==> config.mk <==
export PLATFORM = sky130hd
export DESIGN_NAME = esb_status_bank
export DESIGN_NICKNAME = d
export VERILOG_FILES = /design/src/pkg/esb_pkg.sv /design/src/rtl/esb_status_bank.sv
export SDC_FILE = /design/constraint.sdc
export NUM_CORES = 1
export LEC_CHECK = 0
export BUFFER_PORTS_ARGS = -buffer_cell sky130_fd_sc_hd__buf_2
export CORE_MARGIN = 10
export CORE_UTILIZATION = 40
export CTS_CLUSTER_SIZE = 8
export DETAILED_ROUTE_END_ITERATION = 12
export GPL_ROUTABILITY_DRIVEN = 1
export HOLD_SLACK_MARGIN = 0.05
export PLACE_DENSITY = 0.74
export SYNTH_ARGS = -nofsm -noshare
export SYNTH_HDL_FRONTEND = slang
export SYNTH_SLANG_ARGS = --single-unit
export TNS_END_PERCENT = 50
==> constraint.sdc <==
create_clock -name ref_clk -period 3.6 [get_ports ref_clk]
set_clock_uncertainty 0.2 [all_clocks]
set_input_delay 0.72 -clock ref_clk [delete_from_list [all_inputs] [get_ports ref_clk]]
set_output_delay 0.72 -clock ref_clk [all_outputs]
set_load 0.01 [all_outputs]
==> src/pkg/esb_pkg.sv <==
// Package of constants for the E1 receive sync status bank
//
// Function
// Page-3 status registers sit at five-bit addresses 10H to 1FH, with 1AH and 1CH-1EH unused.
// Sync status bit 7 is one while basic frame alignment is lost and zero once acquired.
// Sync status bit 6 is one while multiframe alignment is lost and zero once acquired.
// Sync status bit 5 is one while CRC-4 multiframe alignment is lost and zero once acquired.
// Sync status bit 4 holds the first E bit of the most recent multiframe.
// Sync status bit 3 holds the second E bit of the most recent multiframe.
// Sync status bit 2 sets when CRC-4 multiframe sync is not found within 8 ms of basic sync.
// That timeout forces a new frame search only with maintenance on and auto interworking off.
// Sync status bit 1 rises once basic frame alignment has been lost for at least 100 ms.
// The prolonged-loss bit falls as soon as basic frame alignment is acquired again.
// Sync status bit 0 is one for CRC-to-CRC interworking and zero for a non-CRC far end.
// Reads change no state and writes to these addresses have no effect.
package esb_pkg;
    // ----------------------------------------
    // Register addresses on page 3
    // ----------------------------------------
    localparam logic [4:0] ADDR_FRAME_SYNC_STATUS = 5'h10;
    localparam logic [4:0] ADDR_ALARM_STATUS_FIRST = 5'h11;
    localparam logic [4:0] ADDR_TIMER_STATUS = 5'h12;
    localparam logic [4:0] ADDR_PHASE_STATUS_HIGH = 5'h13;
    localparam logic [4:0] ADDR_PHASE_STATUS_LOW = 5'h14;
    localparam logic [4:0] ADDR_RX_ALIGN_SIGNAL = 5'h15;
    localparam logic [4:0] ADDR_RX_LINE_SIGNAL_STATUS = 5'h16;
    localparam logic [4:0] ADDR_JITTER_BUFFER_STATUS = 5'h17;
    localparam logic [4:0] ADDR_RX_NONALIGN_SIGNAL = 5'h18;
    localparam logic [4:0] ADDR_RX_MULTIFRAME_SIGNAL = 5'h19;
    localparam logic [4:0] ADDR_ALARM_STATUS_SECOND = 5'h1b;
    localparam logic [4:0] ADDR_PART_IDENTIFIER = 5'h1f;
    localparam logic [1:0] PAGE_STATUS = 2'h3;
    // ----------------------------------------
    // Sync status field positions
    // ----------------------------------------
    localparam int BIT_FRAME_LOSS = 7;
    localparam int BIT_MULTIFRAME_LOSS = 6;
    localparam int BIT_CRC4_LOSS = 5;
    localparam int BIT_EBIT_FIRST = 4;
    localparam int BIT_EBIT_SECOND = 3;
    localparam int BIT_CRC4_TIMEOUT = 2;
    localparam int BIT_PROLONGED_LOSS = 1;
    localparam int BIT_INTERWORK = 0;
    // ----------------------------------------
    // Reset values and timing
    // ----------------------------------------
    localparam logic [7:0] RESET_BYTE = 8'h00;
    localparam logic [7:0] UNUSED_READ = 8'h00;
    localparam longint CLK_HZ = 200000000;
    localparam longint CRC4_SEARCH_MS = 8;
    localparam longint PROLONGED_LOSS_MS = 100;
    localparam longint CRC4_SEARCH_CYCLES = (CRC4_SEARCH_MS * CLK_HZ) / 1000;
    localparam longint PROLONGED_LOSS_CYCLES = (PROLONGED_LOSS_MS * CLK_HZ + 999) / 1000;
    // Bus access state machine
    typedef enum logic [1:0] {
        BUS_IDLE = 2'b00,
        BUS_ACTIVE = 2'b01
    } esb_bus_state_t;
endpackage

==> src/rtl/esb_status_bank.sv <==
// E1 receive synchronization status register bank (page 3)
`timescale 1ns/1ps
`default_nettype none
module esb_status_bank
    import esb_pkg::*;
#(
    parameter int unsigned CRC4_SEARCH_LIMIT = 32'(CRC4_SEARCH_CYCLES),
    parameter int unsigned PROLONGED_LOSS_LIMIT = 32'(PROLONGED_LOSS_CYCLES),
    parameter logic [7:0] PART_ID = 8'h5a // Arbitrary value
)
(
    // Clock and reset
    input wire logic ref_clk,
    input wire logic reset,
    // Parallel microprocessor port
    input wire logic cs_n,
    input wire logic rd_n,
    input wire logic wr_n,
    input wire logic [4:0] addr,
    input wire logic [1:0] page,
    output logic [7:0] rd_data,
    output logic rd_data_oe_n,
    // Framer alignment state
    input wire logic frame_loss,
    input wire logic multiframe_loss,
    input wire logic crc4_multiframe_loss,
    input wire logic ebit_strobe,
    input wire logic rx_ebit_first,
    input wire logic rx_ebit_second,
    input wire logic crc4_interwork_state,
    input wire logic maintenance_enable,
    input wire logic auto_interwork_enable,
    // Other page-3 status words
    input wire logic [7:0] alarm_status_first,
    input wire logic [7:0] timer_status,
    input wire logic [7:0] phase_status_high,
    input wire logic [7:0] phase_status_low,
    input wire logic [7:0] rx_align_signal,
    input wire logic [7:0] rx_line_signal_status,
    input wire logic [7:0] jitter_buffer_status,
    input wire logic [7:0] rx_nonalign_signal,
    input wire logic [7:0] rx_multiframe_signal,
    input wire logic [7:0] alarm_status_second,
    // Control back to the framer
    output logic frame_search_force
);
    // ----------------------------------------
    // Pin synchronisers
    // ----------------------------------------
    logic [2:0] bus_meta;
    logic [2:0] bus_sync;
    logic [1:0] ctl_meta;
    logic [1:0] ctl_sync;
    logic [4:0] addr_meta;
    logic [4:0] addr_sync;
    logic [1:0] page_meta;
    logic [1:0] page_sync;

    // Two flops on the host strobes; idle is all high
    always_ff @(posedge ref_clk or posedge reset)
    begin
        if (reset)
        begin
            bus_meta <= 3'h7;
            bus_sync <= 3'h7;
        end
        else
        begin
            bus_meta <= {cs_n, rd_n, wr_n};
            bus_sync <= bus_meta;
        end
    end

    // Two flops on the address and page pins, sampled beside the strobes
    always_ff @(posedge ref_clk or posedge reset)
    begin
        if (reset)
        begin
            addr_meta <= 5'h00;
            addr_sync <= 5'h00;
            page_meta <= 2'h0;
            page_sync <= 2'h0;
        end
        else
        begin
            addr_meta <= addr;
            addr_sync <= addr_meta;
            page_meta <= page;
            page_sync <= page_meta;
        end
    end

    // Two flops on the maintenance and interworking option levels
    always_ff @(posedge ref_clk or posedge reset)
    begin
        if (reset)
        begin
            ctl_meta <= 2'h0;
            ctl_sync <= 2'h0;
        end
        else
        begin
            ctl_meta <= {maintenance_enable, auto_interwork_enable};
            ctl_sync <= ctl_meta;
        end
    end

    logic host_read;
    logic reframe_allowed;

    // A read needs chip select and read strobe low with no write strobe
    assign host_read = !bus_sync[2] && !bus_sync[1] && bus_sync[0];
    // Reframe only with maintenance on and automatic interworking off
    assign reframe_allowed = ctl_sync[1] && !ctl_sync[0];

    // ----------------------------------------
    // Host read cycle
    // ----------------------------------------
    esb_bus_state_t bus_state;

    // Data drive waits one extra cycle so the synchronised address has settled
    always_ff @(posedge ref_clk or posedge reset)
    begin
        if (reset)
        begin
            bus_state <= BUS_IDLE;
        end
        else
        begin
            case (bus_state)
                BUS_IDLE:
                begin
                    if (host_read)
                    begin
                        bus_state <= BUS_ACTIVE;
                    end
                end
                BUS_ACTIVE:
                begin
                    if (!host_read)
                    begin
                        bus_state <= BUS_IDLE;
                    end
                end
                default:
                begin
                    bus_state <= BUS_IDLE;
                end
            endcase
        end
    end

    // ----------------------------------------
    // Alignment timers
    // ----------------------------------------
    logic [31:0] search_count;
    logic [31:0] loss_count;
    logic crc4_search_timeout;
    logic prolonged_frame_loss_alarm;
    logic timeout_q;

    // 8 ms CRC-4 search window opened by basic frame sync
    always_ff @(posedge ref_clk or posedge reset)
    begin
        if (reset)
        begin
            search_count <= 32'h0;
            crc4_search_timeout <= 1'b0;
        end
        else if (frame_loss || !crc4_multiframe_loss)
        begin
            search_count <= 32'h0;
            crc4_search_timeout <= 1'b0;
        end
        else if (search_count >= CRC4_SEARCH_LIMIT - 1)
        begin
            crc4_search_timeout <= 1'b1;
        end
        else
        begin
            search_count <= search_count + 32'h1;
        end
    end

    // 100 ms continuous loss detector, cleared on reacquisition
    always_ff @(posedge ref_clk or posedge reset)
    begin
        if (reset)
        begin
            loss_count <= 32'h0;
            prolonged_frame_loss_alarm <= 1'b0;
        end
        else if (!frame_loss)
        begin
            loss_count <= 32'h0;
            prolonged_frame_loss_alarm <= 1'b0;
        end
        else if (loss_count >= PROLONGED_LOSS_LIMIT - 1)
        begin
            prolonged_frame_loss_alarm <= 1'b1;
        end
        else
        begin
            loss_count <= loss_count + 32'h1;
        end
    end

    // Reframe pulse on the rising edge of the timeout, options permitting
    always_ff @(posedge ref_clk or posedge reset)
    begin
        if (reset)
        begin
            timeout_q <= 1'b0;
            frame_search_force <= 1'b0;
        end
        else
        begin
            timeout_q <= crc4_search_timeout;
            frame_search_force <= crc4_search_timeout && !timeout_q && reframe_allowed;
        end
    end

    // ----------------------------------------
    // Synchronization status word
    // ----------------------------------------
    logic [7:0] frame_sync_status;
    logic ebit_first_q;
    logic ebit_second_q;

    // E bits latched once per multiframe
    always_ff @(posedge ref_clk or posedge reset)
    begin
        if (reset)
        begin
            ebit_first_q <= 1'b0;
            ebit_second_q <= 1'b0;
        end
        else if (ebit_strobe)
        begin
            ebit_first_q <= rx_ebit_first;
            ebit_second_q <= rx_ebit_second;
        end
    end

    // Status word assembly
    always_comb
    begin
        frame_sync_status = RESET_BYTE;
        frame_sync_status[BIT_FRAME_LOSS] = frame_loss;
        frame_sync_status[BIT_MULTIFRAME_LOSS] = multiframe_loss;
        frame_sync_status[BIT_CRC4_LOSS] = crc4_multiframe_loss;
        frame_sync_status[BIT_EBIT_FIRST] = ebit_first_q;
        frame_sync_status[BIT_EBIT_SECOND] = ebit_second_q;
        frame_sync_status[BIT_CRC4_TIMEOUT] = crc4_search_timeout;
        frame_sync_status[BIT_PROLONGED_LOSS] = prolonged_frame_loss_alarm;
        frame_sync_status[BIT_INTERWORK] = crc4_interwork_state;
    end

    // ----------------------------------------
    // Read decode
    // ----------------------------------------
    logic [7:0] next_rd_data;

    // Address decode; no write path exists
    always_comb
    begin
        next_rd_data = UNUSED_READ;
        if (page_sync == PAGE_STATUS)
        begin
            case (addr_sync)
                ADDR_FRAME_SYNC_STATUS: next_rd_data = frame_sync_status;
                ADDR_ALARM_STATUS_FIRST: next_rd_data = alarm_status_first;
                ADDR_TIMER_STATUS: next_rd_data = timer_status;
                ADDR_PHASE_STATUS_HIGH: next_rd_data = phase_status_high;
                ADDR_PHASE_STATUS_LOW: next_rd_data = phase_status_low;
                ADDR_RX_ALIGN_SIGNAL: next_rd_data = rx_align_signal;
                ADDR_RX_LINE_SIGNAL_STATUS: next_rd_data = rx_line_signal_status;
                ADDR_JITTER_BUFFER_STATUS: next_rd_data = jitter_buffer_status;
                ADDR_RX_NONALIGN_SIGNAL: next_rd_data = rx_nonalign_signal;
                ADDR_RX_MULTIFRAME_SIGNAL: next_rd_data = rx_multiframe_signal;
                ADDR_ALARM_STATUS_SECOND: next_rd_data = alarm_status_second;
                ADDR_PART_IDENTIFIER: next_rd_data = PART_ID;
                default: next_rd_data = UNUSED_READ;
            endcase
        end
    end

    // Registered read data; reading touches no status state
    always_ff @(posedge ref_clk or posedge reset)
    begin
        if (reset)
        begin
            rd_data <= RESET_BYTE;
            rd_data_oe_n <= 1'b1;
        end
        else
        begin
            rd_data <= next_rd_data;
            rd_data_oe_n <= !(host_read && bus_state == BUS_ACTIVE);
        end
    end
endmodule
`default_nettype wire

=== After elaboration in Yosys (flattened, before gate mapping) ===
Index checks and enable logic that the tools add are counted.

* Register bits: 105
* Bits in latches: 0
* Bits in writable memories: 0
* ROM bits: 0
* Input port bits: 101
* Output and inout port bits: 10
* Word-level logic and storage cells: 71
* Memories: 0

* $add $sub $neg: 2
* Multiply operators: 0
* Div/mod/pow operators: 0
* $lt $le $gt $ge: 2
* Equal/unequal tests: 19
* Shifts and indexed selects: 0
* Muxes and demuxes: 13
* Bitwise gates (word level): 0
* Reduce and logical (&&, ||, !) cells: 16

{| class="wikitable"
|+ Operators with widths
! operator !! count
|-
| 2-to-1 mux 32 bit || 4
|-
| case mux 8 bit (12 select lines) || 1
|-
| adder 32 x 1 -> 32 bit (second input constant) || 2
|-
| equality test 5 bit (second input constant) || 12
|-
| >= comparator 32 x 21 -> 1 bit (second input constant) || 1
|-
| >= comparator 32 x 25 -> 1 bit (second input constant) || 1
|-
| 2-to-1 mux 8 bit || 1
|-
| inequality test 2 bit (second input constant) || 4
|-
| logical AND 1 bit || 6
|-
| zero test 1 bit || 6
|-
| 2-to-1 mux 1 bit || 4
|-
| 2-to-1 mux 2 bit || 2
|-
| case mux 2 bit (2 select lines) || 1
|-
| equality test 2 x 1 -> 1 bit (second input constant) || 1
|-
| equality test 2 bit (second input constant) || 1
|-
| zero test 2 bit || 1
|-
| inequality test 2 x 1 -> 1 bit (second input constant) || 1
|-
| AND reduction 2 bit || 1
|-
| nonzero test 2 bit || 1
|-
| logical OR 1 bit || 1
|}

=== Longest topological paths before layout ===
* Depth after elaboration: 5
* Gate-level depth with buffers: 8
* Gate-level depth less buffers: 6

=== Least setup slack after synthesis ===
No wires, ideal clock.

* Kind: reg-to-reg
* From: register loss_count[0]
* To: register loss_count[22]
* Setup time: 0.080 ns
* Data arrival time: 2.023 ns
* Data required time: 3.320 ns
* Path slack: 1.297 ns
* Stages on the path, launching flop included: 8
* Buffers on the path: 1
* Clock period less this slack: 2.303 ns
* Cells stage by stage: dfrtp_1 > ha_1 > nand3_1 > or2_4 > or3_1 > buf_2 > or4_1 > a21oi_1

* Word-level cells in the longest chain between the ends: 3
* Elaborated cells on any way between the ends: 5
* Those cells by class: 1 x add/sub; 1 x order compare; 1 x eq/ne; 2 x mux

{| class="wikitable"
|+ RTL lines
! element !! RTL line !! RTL
|-
| start: declaration || esb_status_bank.sv:157 || <nowiki>logic [31:0] loss_count;</nowiki>
|-
| start signal: assignment || esb_status_bank.sv:204 || <nowiki>loss_count <= loss_count + 32'h1;</nowiki>
|-
| adder 32 x 1 -> 32 bit || esb_status_bank.sv:204 ||
|-
| 2-to-1 mux 32 bit || esb_status_bank.sv:198 || <nowiki>else if (loss_count >= PROLONGED_LOSS_LIMIT - 1)</nowiki>
|-
| 2-to-1 mux 32 bit || esb_status_bank.sv:193 || <nowiki>else if (!frame_loss)</nowiki>
|}

Parallel ways exist; a longest one is shown, timed or not. The select of a mux whose other input is x is not followed.
A chain may end at the register's enable or synchronous reset.

=== Worst setup path after layout ===
* From: register loss_count[17]
* To: register loss_count[18]

Same word-level chain as after synthesis.

==> results.yml <==
outcome:
  status: "finished, final reports clean"
route:
  vias: 4574
  drtIter0Drc: 457
  ant_nets: 0
  routed_wl_um: 13700
  drc: 0
  wire_per_inst_um: 17.4
  dr.pass1.iters: 5
  viasPerCell: 5.82
pwr:
  switching_power_mw: 0.597
  switching_share_pct: 25.2
  irDropWorstVdd_uv: 280
  p_clk_share_pct: 41.5
  power_frac_seq_pct: 51.5
  p_per_area_mw_per_mm2: 387
  total_power_mw: 2.37
  combPwrFrac_pct: 7.1
  p_int_mw: 1.77
  p_leak_nw: 2.63
final_layout:
  layout-drive-gt1-share_pct: 25.3
  final_common_cell: "buf_2"
  mostFrequentLayoutCells: "110 x buf_2, 97 x dfrtp_1, 39 x nand2_1"
  final_core_util_pct: 48.9
  layout.cells.non_filler: 786
  fill_cells: 1188
  syn2layout_area_growth_pct: 21.0
  fin_nets: 712
setup_path:
  worstPathMaxFanout: 30
  critPathKind: "flop to flop"
  arrival_ns: 2.84
  cp-start-kind: "flop"
  cp-end-kind: "flop"
  required_ns: 3.64
sta:
  whs_ns: 0.151
  finalSetupTns_ns: 0
  rsz0062_at_grt: "no"
  worst_pin_slew_ns: 0.901
  slew_headroom_pct: 39.8
  setup_violations: 0
  fin_crit_sh_pct: 77.7
  slew_violations: 0
  hold_viol_final: 0
  fmax_mhz: 357
  min_period_ns: 2.80
placement:
  post-dp-hpwl_um: 10300
  gp_congestion: 0.890
  port-buffer-count: 110
  placed_cells: 769
floorplan:
  ioPinCount: 111
  die_w_um: 132
  dieArea_mm2: 0.0175
  initial_utilization_pct: 40.4
  core_area_mm2: 0.0125
  dieHeight_um: 132
  rows: 41
clocking:
  clk_latency_ns: 0.35
  cts_tree: "done"
  htreeDepth: 3
  postCtsResizedCells: 0
  cts_hold_buf: 0
  clock_path_buffers: 2
  clock-sinks: 104
  clk_pin_slew_worst_paths_ns: 0.07
  root_buffer: "clkbuf_16"
  cts_made_buffers: 9
  postCtsSetupBuffers: 0
run:
  cap_viol_max_count: 0
grt:
  grt_pass1_vias: 4458
  grt_pass1_wl_um: 22200
  grt_usage_pct: 15.2
  grt_max_degree: 66
  grt_antenna_before_repair: 1
  grt_overflow: 0
yosys:
  synth_seq_area_share_pct: 51.6
  synthArstFlopShare_pct: 100
  syn_area_mm2: 0.00506
  ys_warn_count: 0
  synth.distinct_cells: 54
  synth_cells: 502
  synth-edff-count: 0
  ys_seq_elements: 104
  synth.net_count: 606
  synth_ff_type: "dfrtp_1"
  synth_area_per_cell_um2: 10.1
hold_path:
  hp-class: "flop to flop"
-- per-stage QoR --
step                area (um2)  setup slack [ns]
finish                    6120             0.802
global route              6120             0.529
CTS                       6120             0.813
detailed placement        5810             0.836
global placement          5810             0.942
floorplan                 5060              1.30
-- path summary, 6_finish.rpt --
check,end,slack (ns),from,depth (start not counted)
min in group asynchronous,ctl_meta[1],0.33,reset,2
min,addr_sync[1],0.15,addr_meta[1],0
max,loss_count[18],0.80,loss_count[17],5
max reg2reg,loss_count[18],0.80,loss_count[17],5
max in group asynchronous,bus_sync[0],2.05,reset,3
min reg2reg,addr_sync[1],0.15,addr_meta[1],0
-- cell families (layout without fill, tap and decap cells) --
logic type / count (synthesis) / after routing / share of synthesized area [%]
simple gates: 215 / 215 / 24.2
compound gates: 135 / 135 / 18.4
flops: 104 / 104 / 51.6
buf+inv: 33 / 144 / 2.57
mux: 11 / 11 / 2.23
fa+ha+maj: 3 / 3 / 0.742
xor+xnor: 1 / 1 / 0.173
other cells: 0 / 1 / 0
-- power groups by stage --
stage / clock network [mW] / registers (mW) / logic [mW]
floorplan: 0 / 1.24 / 0.0848
global route: 1.05 / 1.22 / 0.187
CTS: 1.00 / 1.22 / 0.170
finish: 0.982 / 1.22 / 0.168
global placement: 0 / 1.24 / 0.163
detailed placement: 0 / 1.24 / 0.169
-- area by class of cell --
type	instances	area [um2]	share of cell area (%)
sequential	104	2610	42.7
multi-input combinational	365	2320	37.8
timing repair buffer	119	631	10.3
clock buffer	9	225	3.68
tap	172	215	3.52
clock inverter	7	81.3	1.33
inverter	9	37.5	0.613
antenna	1	2.50	0.0409
-- sequential cells by signal (all words and copies together), names as in the netlist, 2 cells and up --
register,count
ctl_sync,2
bus_meta,3
page_sync,2
rd_data,8
addr_sync,5
loss_count,32
addr_meta,5
search_count,32
bus_sync,3
page_meta,2
ctl_meta,2
-- synthesized netlist by cell type (4+ instances only) --
| library cell | count | area share, % |
|---|---|---|
| dfstp_2 | 7 | 3.6 |
| inv_1 | 8 | 0.59 |
| o211ai_1 | 4 | 0.59 |
| a22o_1 | 8 | 1.4 |
| nor3b_1 | 5 | 0.74 |
| mux2i_1 | 9 | 1.8 |
| nand3_1 | 22 | 2.2 |
| and3_1 | 4 | 0.49 |
| a222oi_1 | 4 | 0.79 |
| or3_1 | 17 | 2.1 |
| nand2b_1 | 12 | 1.5 |
| o21ai_0 | 21 | 2.1 |
| nand2_1 | 39 | 2.9 |
| nor4_1 | 14 | 1.7 |
| a22oi_1 | 19 | 2.8 |
| nor2_1 | 16 | 1.2 |
| a21oi_1 | 37 | 3.7 |
| nand4_1 | 19 | 2.4 |
| o31ai_1 | 14 | 2.1 |
| dfrtp_1 | 97 | 48 |
| a221oi_1 | 5 | 0.87 |
| clkbuf_1 | 18 | 1.3 |
| buf_2 | 5 | 0.49 |
| and2_1 | 22 | 2.7 |
| nor3_1 | 11 | 1.1 |
| or4_1 | 17 | 2.5 |
-- worst max-delay path, cell delays in order, from the launching register on --
cell and delay [ns]:
dfrtp_1 0.43, nor3_1 0.30, o311a_1 0.32, nand2_1 0.53, or2_2 0.55, o41ai_1 0.36
-- metal layers --
layer | routed length (um) | up-vias | global-route usage, %
li1 | - | 2131 | -
met1 | 5890 | 2267 | 19.3
met2 | 6800 | 158 | 25.3
met3 | 748 | 18 | 3.41
met4 | 221 | 0 | 4.40
met5 | 0 | - | 0
No activity file was read; power rests on OpenSTA's default activity.
